[config.mk]
export PLATFORM = sky130hd
export DESIGN_NAME = osc_clock_ctrl
export DESIGN_NICKNAME = d
export VERILOG_FILES = /design/src/osc_pkg.sv /design/src/osc_clock_ctrl.sv
export VERILOG_INCLUDE_DIRS = /design/src /design/src/src
export SDC_FILE = /design/constraint.sdc
export NUM_CORES = 1
export LEC_CHECK = 0
export ABC_CLOCK_PERIOD_IN_PS = 4500
export BUFFER_PORTS_ARGS = -buffer_cell sky130_fd_sc_hd__buf_2
export CORE_MARGIN = 1
export CORE_UTILIZATION = 38
export CTS_CLUSTER_DIAMETER = 80
export CTS_CLUSTER_SIZE = 8
export DETAILED_ROUTE_END_ITERATION = 10
export GPL_TIMING_DRIVEN = 0
export PLACE_DENSITY = 0.93
export SLEW_MARGIN = 20
export SYNTH_ARGS = -nofsm -noshare
export SYNTH_HDL_FRONTEND = slang
export SYNTH_SLANG_ARGS = --single-unit
[constraint.sdc]
create_clock -name i_core_clk -period 4.5 [get_ports i_core_clk]
set_clock_uncertainty 0.2 [all_clocks]
set_input_delay 0.9 -clock i_core_clk [delete_from_list [all_inputs] [get_ports i_core_clk]]
set_output_delay 0.9 -clock i_core_clk [all_outputs]
set_load 0.01 [all_outputs]
[src/osc_consts.svh]
// constants for the oscillator clock source control block
`ifndef OSC_CONSTS_SVH
`define OSC_CONSTS_SVH
// register byte offsets
`define OSC_CFG_OFFSET 32'h0000_0000
`define OSC_STAT_OFFSET 32'h0000_0004
// field positions in the config register
`define OSC_CFG_KEEP_BIT 0
`define OSC_CFG_RCDIS_BIT 1
// field positions in the status register
`define OSC_STAT_XGATE_BIT 0
`define OSC_STAT_RGATE_BIT 1
`define OSC_STAT_STOP_BIT 2
// reset values
`define OSC_CFG_RESET 2'h0
// timing: core clock and nominal rc clock rate
`define OSC_CORE_CLK_HZ 25000000
`define OSC_RC_CLK_HZ 64000
// half period of the rc clock in core cycles, rounded down
`define OSC_RC_HALF_CYCLES (`OSC_CORE_CLK_HZ / (2 * `OSC_RC_CLK_HZ))
`endif

[src/osc_pkg.sv]
// types shared by the oscillator clock source control block
package osc_pkg;
  typedef enum logic [1:0]
  {
    OSC_RESP_OKAY = 2'b00,
    OSC_RESP_SLVERR = 2'b10
  } osc_resp_type;
endpackage

[src/osc_clock_ctrl.sv]
// oscillator clock source control: rc clock, gated crystal clock, axi4-lite config
//
// How it works
// the rc clock starts after reset and keeps running in run and wait modes.
// the rc clock is a free-running divider of the core clock at about 64 kHz.
// the stop rc disable bit resets to zero; when set the rc clock stops in stop mode.
// the crystal clock runs while the crystal enable from the integration unit is high.
// the integration unit drops the crystal enable when it executes stop.
// with the stop crystal keep bit set, the crystal clock keeps running in stop mode.
// wait mode does not touch any of the three clocks.
// in the break state all three clocks keep running ungated.
// the pll reference clock is a copy of the crystal clock.
// the rc clock goes to the integration unit and the watchdog, which never gets the crystal clock.
// the crystal clock output is the common reference for the downstream consumers.
// the crystal input is a 32.768 kHz resonator signal taken from the amplifier input pin.
// the crystal clock and its half-rate version are offered to the system clock selector.
// gating of either clock changes only while that clock is low, so no pulse is cut short.
//
// The AXI4-Lite register port and the register addresses are this design's own decisions.
`include "osc_consts.svh"
`timescale 1ns/1ns
`default_nettype none
module osc_clock_ctrl #(
  parameter int RC_HALF = `OSC_RC_HALF_CYCLES
)
(
  input wire logic i_core_clk,
  input wire logic i_sys_rst,
  input wire logic i_crystal_amp_input_pin,
  input wire logic i_crystal_osc_enable,
  input wire logic i_stop_mode,
  input wire logic i_wait_mode,
  input wire logic i_break_state,
  output logic o_crystal_amp_output_pin,
  output logic o_internal_rc_clock,
  output logic o_watchdog_clock,
  output logic o_crystal_clock_out,
  output logic o_pll_reference_clock,
  output logic o_crystal_clock_div2,
  input wire logic [31:0] s_axi_awaddr,
  input wire logic s_axi_awvalid,
  output logic s_axi_awready,
  input wire logic [31:0] s_axi_wdata,
  input wire logic [3:0] s_axi_wstrb,
  input wire logic s_axi_wvalid,
  output logic s_axi_wready,
  output logic [1:0] s_axi_bresp,
  output logic s_axi_bvalid,
  input wire logic s_axi_bready,
  input wire logic [31:0] s_axi_araddr,
  input wire logic s_axi_arvalid,
  output logic s_axi_arready,
  output logic [31:0] s_axi_rdata,
  output logic [1:0] s_axi_rresp,
  output logic s_axi_rvalid,
  input wire logic s_axi_rready
);

  // ****************************************
  // crystal pin synchroniser
  // ****************************************
  logic xtal_meta_reg;
  logic xtal_sync_reg;
  logic xtal_prev_reg;
  logic [1:0] cfg_reg;
  logic rc_src_reg;
  logic [8:0] rc_cnt_reg;
  logic rc_gate_reg;
  logic xtal_gate_reg;
  logic xtal_run;
  logic rc_run;
  logic wr_go;
  logic rd_go;

  // two flops before anything reads the pin
  always_ff @(posedge i_core_clk)
  begin
    if (i_sys_rst)
    begin
      xtal_meta_reg <= 1'b0;
      xtal_sync_reg <= 1'b0;
      xtal_prev_reg <= 1'b0;
    end
    else
    begin
      xtal_meta_reg <= i_crystal_amp_input_pin;
      xtal_sync_reg <= xtal_meta_reg;
      xtal_prev_reg <= xtal_sync_reg;
    end
  end

  // inverting amplifier output mirrors the synced input
  always_ff @(posedge i_core_clk)
  begin
    if (i_sys_rst)
      o_crystal_amp_output_pin <= 1'b1;
    else
      o_crystal_amp_output_pin <= ~xtal_sync_reg;
  end

  // ****************************************
  // run decisions
  // ****************************************
  // wait mode is deliberately absent from both terms
  assign xtal_run = i_crystal_osc_enable
    | (i_stop_mode & cfg_reg[`OSC_CFG_KEEP_BIT])
    | i_break_state;
  assign rc_run = ~(i_stop_mode & cfg_reg[`OSC_CFG_RCDIS_BIT])
    | i_break_state;

  // ****************************************
  // internal rc clock
  // ****************************************
  // free-running source divider, never stopped so restart is immediate
  always_ff @(posedge i_core_clk)
  begin
    if (i_sys_rst)
    begin
      rc_cnt_reg <= 9'h000;
      rc_src_reg <= 1'b0;
    end
    else if (rc_cnt_reg == 9'(RC_HALF - 1))
    begin
      rc_cnt_reg <= 9'h000;
      rc_src_reg <= ~rc_src_reg;
    end
    else
      rc_cnt_reg <= rc_cnt_reg + 9'h001;
  end

  // gate moves only while the source is low
  always_ff @(posedge i_core_clk)
  begin
    if (i_sys_rst)
      rc_gate_reg <= 1'b1;
    else if (!rc_src_reg)
      rc_gate_reg <= rc_run;
  end

  // rc clock to the integration unit and the watchdog
  always_ff @(posedge i_core_clk)
  begin
    if (i_sys_rst)
    begin
      o_internal_rc_clock <= 1'b0;
      o_watchdog_clock <= 1'b0;
    end
    else
    begin
      o_internal_rc_clock <= rc_src_reg & rc_gate_reg;
      o_watchdog_clock <= rc_src_reg & rc_gate_reg;
    end
  end

  // ****************************************
  // crystal clock
  // ****************************************
  // gate moves only while the synced crystal is low
  always_ff @(posedge i_core_clk)
  begin
    if (i_sys_rst)
      xtal_gate_reg <= 1'b0;
    else if (!xtal_sync_reg)
      xtal_gate_reg <= xtal_run;
  end

  // crystal clock, pll reference copy and half-rate copy
  always_ff @(posedge i_core_clk)
  begin
    if (i_sys_rst)
    begin
      o_crystal_clock_out <= 1'b0;
      o_pll_reference_clock <= 1'b0;
      o_crystal_clock_div2 <= 1'b0;
    end
    else
    begin
      o_crystal_clock_out <= xtal_sync_reg & xtal_gate_reg;
      o_pll_reference_clock <= xtal_sync_reg & xtal_gate_reg;
      if (xtal_sync_reg & ~xtal_prev_reg & xtal_gate_reg)
        o_crystal_clock_div2 <= ~o_crystal_clock_div2;
    end
  end

  // ****************************************
  // axi4-lite slave
  // ****************************************
  // address and data are taken together; one write and one read at a time
  assign wr_go = s_axi_awvalid & s_axi_wvalid & ~s_axi_awready & ~s_axi_bvalid;
  assign rd_go = s_axi_arvalid & ~s_axi_arready & ~s_axi_rvalid;

  // write channel: ready pulse, then response held until bready
  always_ff @(posedge i_core_clk)
  begin
    if (i_sys_rst)
    begin
      s_axi_awready <= 1'b0;
      s_axi_wready <= 1'b0;
      s_axi_bvalid <= 1'b0;
      s_axi_bresp <= osc_pkg::OSC_RESP_OKAY;
      cfg_reg <= `OSC_CFG_RESET;
    end
    else
    begin
      s_axi_awready <= wr_go;
      s_axi_wready <= wr_go;
      if (s_axi_awready)
      begin
        s_axi_bvalid <= 1'b1;
        if (s_axi_awaddr[31:2] == `OSC_CFG_OFFSET >> 2)
        begin
          s_axi_bresp <= osc_pkg::OSC_RESP_OKAY;
          if (s_axi_wstrb[0])
            cfg_reg <= s_axi_wdata[1:0];
        end
        else if (s_axi_awaddr[31:2] == `OSC_STAT_OFFSET >> 2)
          s_axi_bresp <= osc_pkg::OSC_RESP_OKAY; // status is read-only
        else
          s_axi_bresp <= osc_pkg::OSC_RESP_SLVERR;
      end
      else if (s_axi_bready)
        s_axi_bvalid <= 1'b0;
    end
  end

  // read channel: ready pulse, then data held until rready
  always_ff @(posedge i_core_clk)
  begin
    if (i_sys_rst)
    begin
      s_axi_arready <= 1'b0;
      s_axi_rvalid <= 1'b0;
      s_axi_rdata <= 32'h0000_0000;
      s_axi_rresp <= osc_pkg::OSC_RESP_OKAY;
    end
    else
    begin
      s_axi_arready <= rd_go;
      if (s_axi_arready)
      begin
        s_axi_rvalid <= 1'b1;
        s_axi_rresp <= osc_pkg::OSC_RESP_OKAY;
        if (s_axi_araddr[31:2] == `OSC_CFG_OFFSET >> 2)
          s_axi_rdata <= {30'h0000_0000, cfg_reg};
        else if (s_axi_araddr[31:2] == `OSC_STAT_OFFSET >> 2)
          s_axi_rdata <= {29'h0000_0000, i_stop_mode, rc_gate_reg, xtal_gate_reg};
        else
        begin
          s_axi_rdata <= 32'h0000_0000;
          s_axi_rresp <= osc_pkg::OSC_RESP_SLVERR;
        end
      end
      else if (s_axi_rready)
        s_axi_rvalid <= 1'b0;
    end
  end
endmodule
`default_nettype wire

== After elaboration in Yosys (flattened, before gate mapping) ==
Index checks and enable logic that the tools add are counted.

* Add/sub/neg operators: 1
* Equal/unequal tests: 3
* Mux-type cells: 10
* Bitwise gates (word level): 23
* Reduce and logical (&&, ||, !) cells: 6

{| class="wikitable"
|+ Operators with widths
! cell !! number
|-
| $eq 30x1->1 const B || 2
|-
| $logic_not 30->1 || 2
|-
| $and 1x1->1 || 11
|-
| $add 9x1->9 const B || 1
|-
| $eq 9x8->1 const B || 1
|-
| $not 1->1 || 9
|-
| $mux 2 || 4
|-
| $mux 3 || 2
|-
| $mux 1 || 4
|-
| $reduce_bool 2->1 || 2
|-
| $or 1x1->1 || 3
|-
| $reduce_and 3->1 || 1
|-
| $reduce_or 2->1 || 1
|}

* Flip-flop bits (word level): 61
* Bits of input ports: 112
* Output and inout bits: 47
* Logic and storage cells: 62

== Logic depth before layout (Yosys ltp) ==
* Depth after elaboration: 3
* Depth in mapped cells: 7
* Gate-level depth less buffers: 6

== Least setup slack after synthesis ==
No wires, ideal clock.

* Path kind: in2reg
* From: input s_axi_awaddr[13]
* To: register cfg_reg[0]
* Library setup time: 72 ps
* Arrival time: 1945 ps
* Data required time: 4228 ps
* Setup slack: 2284 ps
* Stages on the path: 4
* Path buffers: 0
* Path through: nor4_1 > nand4_1 > nor4_1 > mux2i_1

* Word-level cells in the longest chain between the ends: 2

{| class="wikitable"
|+ RTL lines
! item !! line !! text
|-
| start, declared || osc_clock_ctrl.sv:40 || <nowiki>input wire logic [31:0] s_axi_awaddr,</nowiki>
|-
| $logic_not 30->1 || osc_clock_ctrl.sv:210 || <nowiki>if (s_axi_awaddr[31:2] == `OSC_CFG_OFFSET >> 2)</nowiki>
|-
| $reduce_and 3->1 (no source line) || n/a ||
|-
| end signal, assigned || osc_clock_ctrl.sv:201 || <nowiki>cfg_reg <= `OSC_CFG_RESET;</nowiki>
|-
| end signal, assigned || osc_clock_ctrl.sv:214 || <nowiki>cfg_reg <= s_axi_wdata[1:0];</nowiki>
|-
| end, declared || osc_clock_ctrl.sv:65 || <nowiki>logic [1:0] cfg_reg;</nowiki>
|}

Every way passes these cells.
A chain may end at the register's enable or synchronous reset.

== Final worst setup path ==
* From: input s_axi_awaddr[3]
* To: register cfg_reg[1]

The elaborated chain is that of the path after synthesis.

==> results_dict.tcl <==
set metrics [dict create \
    run_status "finished clean" \
    final_nets 414 \
    p_int_mw 0.450 \
    multi_input_area_um2 754 \
    synth_area_um2 1530 \
    vias 1507 \
    ys_types 30 \
    reg2reg_slack_ns 2.68 \
    period_share_pct 49.4 \
    seq_area_um2 601 \
    syn2layout_area_growth_pct 46.3 \
    vdd_drop_max_mv 0.177 \
    ios 159 \
    arrival_ns 2.24 \
    p_leak_nw 1.14 \
    cts_max_level 2 \
    clock_power_share_pct 36.8 \
    final_common_cell "buf_2" \
    clk_latency_ns 0.28 \
    hpwl_mm 3.08 \
    n_antenna_cell 0 \
    die_w_um 65.5 \
    grt_pass1_vias 1345 \
    rsz0062_at_grt "false" \
    drv_slew 0 \
    synth_top_area_cell "dfxtp_1" \
    yosysTopAreaCellShare_pct 39.2 \
    synth_area_leaders "dfxtp_1, buf_4, nor2_1" \
    viasPerCell 4.32 \
    relSlewSlack_pct 62.4 \
    n_fill_cell 351 \
    synth_edf_count 0 \
    ys_ff_latch 30 \
    p_seq_share_pct 47.0 \
    tritoncts_num_sinks 30 \
    syn_area_per_cell_um2 8.80 \
    seq_area_frac_synth_pct 39.2 \
    gp_congestion 0.795 \
    cts.hold.buffers_added 0 \
    worstMarginPinSlew_ns 0.559 \
    remaining_drc_errors 0 \
    reg2reg_depth 6 \
    combPwrFrac_pct 16.2 \
    drt_iter0_drc 20 \
    ys.flop_type "dfxtp_1" \
    postCtsSetupRepairBufs 0 \
    path_clk_slew_ns 0.06 \
    cts_resized 0 \
    cts-buffers-inserted 5 \
    timing.fmax_ghz 0.449 \
    tns_ns 0 \
    port_buffers 89 \
    finalSetupViolCount 0 \
    period_minus_slack_ns 2.22 \
    cts_tree "done" \
    drt_wl_total_mm 3.65 \
    antenna_found_initial 1 \
    placed_area_um2 2150 \
    grt_pass1_wl_mm 5.70 \
    min_path_type "flip-flop to flip-flop" \
    critPathLaunchType "input port" \
    end_kind "flip-flop" \
    r2r-start "rc_cnt_reg[1]" \
    dieHeight_um 65.5 \
    grt_max_degree 11 \
    final_cell_mix "buf_2, buf_4, conb_1" \
    maxCapViolCount 0 \
    hold_depth 1 \
    syn-instance-count 174 \
    cts_root_buf "clkbuf_8" \
    design.die.area_um2 4290 \
    grt-ovfl-total 0 \
    drive_above_1_share_pct 44.2 \
    wl_per_cell_um 10.5 \
    ys_async_sr_fraction_pct 0 \
    setup.worst_path.class "input port to flip-flop" \
    min_from "xtal_meta_reg" \
    grt_usage_pct 18.0 \
    fin_area_um2 2240 \
    hold_viol 0 \
    firstDrtPassIters 4 \
    initial_core_util_pct 40.6 \
    power.switching_fraction_pct 24.4 \
    hold_end "xtal_sync_reg" \
    core_region_area_um2 3770 \
    power.total_mw 0.596 \
    power.switching_mw 0.145 \
    antenna_left 0 \
    cp_max_fo 2 \
    power.density_nw_per_um2 266 \
    synth_warnings 0 \
    cts_buffer_depth 2 \
    r2r_end "rc_cnt_reg[6]" \
    largest_reg_flops 9 \
    rows 22 \
    cp.required_ns 4.51 \
]
==> worst max path at each step <==
stage,cells past startpoint,slack (ns),start,end
after floorplan,4,2.28,s_axi_awaddr[13],cfg_reg[0]
after global placement,5,1.98,s_axi_awaddr[13],cfg_reg[0]
after detailed placement,5,1.96,s_axi_awaddr[13],cfg_reg[0]
after CTS,5,2.24,s_axi_awaddr[13],cfg_reg[1]
after global routing,5,2.08,s_axi_awaddr[9],cfg_reg[0]
final,5,2.28,s_axi_awaddr[3],cfg_reg[1]
==> Yosys cell counts (all sizes together), types with 2 or more instances <==
cell,number
a211oi,3
a21oi,5
buf,34
clkbuf,4
dfxtp,30
ha,2
inv,5
mux2i,4
nand2,5
nand2b,7
nand3,4
nand4,7
nor2,21
nor2b,5
nor3,2
nor4,14
nor4b,2
o21ai,2
or4b,2
xor2,7
==> power by group through the flow <==
stage	clock network [mW]	registers, mW	logic [mW]
6_report	0.219	0.280	0.0964
5_1_grt	0.236	0.281	0.107
4_1_cts	0.225	0.280	0.0960
3_5_place_dp	0	0.286	0.0958
3_3_place_gp	0	0.285	0.0933
2_1_floorplan	0	0.286	0.0522
==> critical path, stage by stage <==
cell and delay, ns:
buf_2 0.09, nor4_1 0.28, nand4_1 0.17, nor4_1 0.54, mux2i_1 0.25
==> per-stage QoR <==
step	worst slack (ns)	util (%)	hold slack (ns)	cells
after global placement	1.98	57.0	0.221	341
final	2.28	59.4	0.248	349
after floorplan	2.28	-	0.214	204
after global routing	2.08	59.4	0.275	349
after detailed placement	1.96	57.0	0.231	341
after CTS	2.24	59.4	0.246	349
==> cell type report <==
type / instances / share of cell area [%]
multi-input combinational: 131 / 33.7
clock buffer: 7 / 3.85
timing repair buffer: 89 / 19.9
tap: 48 / 2.68
buffer: 38 / 12.1
clock inverter: 1 / 0.223
sequential: 30 / 26.8
inverter: 5 / 0.838
==> routing by layer <==
layer | wire [µm] | vias to the layer above | global-route usage, % | part of all wire [%]
li1 | - | 789 | - | -
met1 | 1390 | 639 | 17.0 | 38
met2 | 1840 | 69 | 34.0 | 50
met3 | 363 | 8 | 7.99 | 9.9
met4 | 49 | 2 | 5.98 | 1.3
met5 | 13 | - | 0 | 0.36
==> cell families after synthesis <==
family | after synthesis | share of synthesized area (%)
mux | 4 | 2.61
flops | 30 | 39.2
simple gates | 74 | 27.9
other cells | 1 | 0.245
buf+inv | 43 | 18.9
compound gates | 12 | 4.90
fa+ha+maj | 2 | 1.63
xor+xnor | 8 | 4.58
Note: power is estimated with default switching activity, not from simulation.
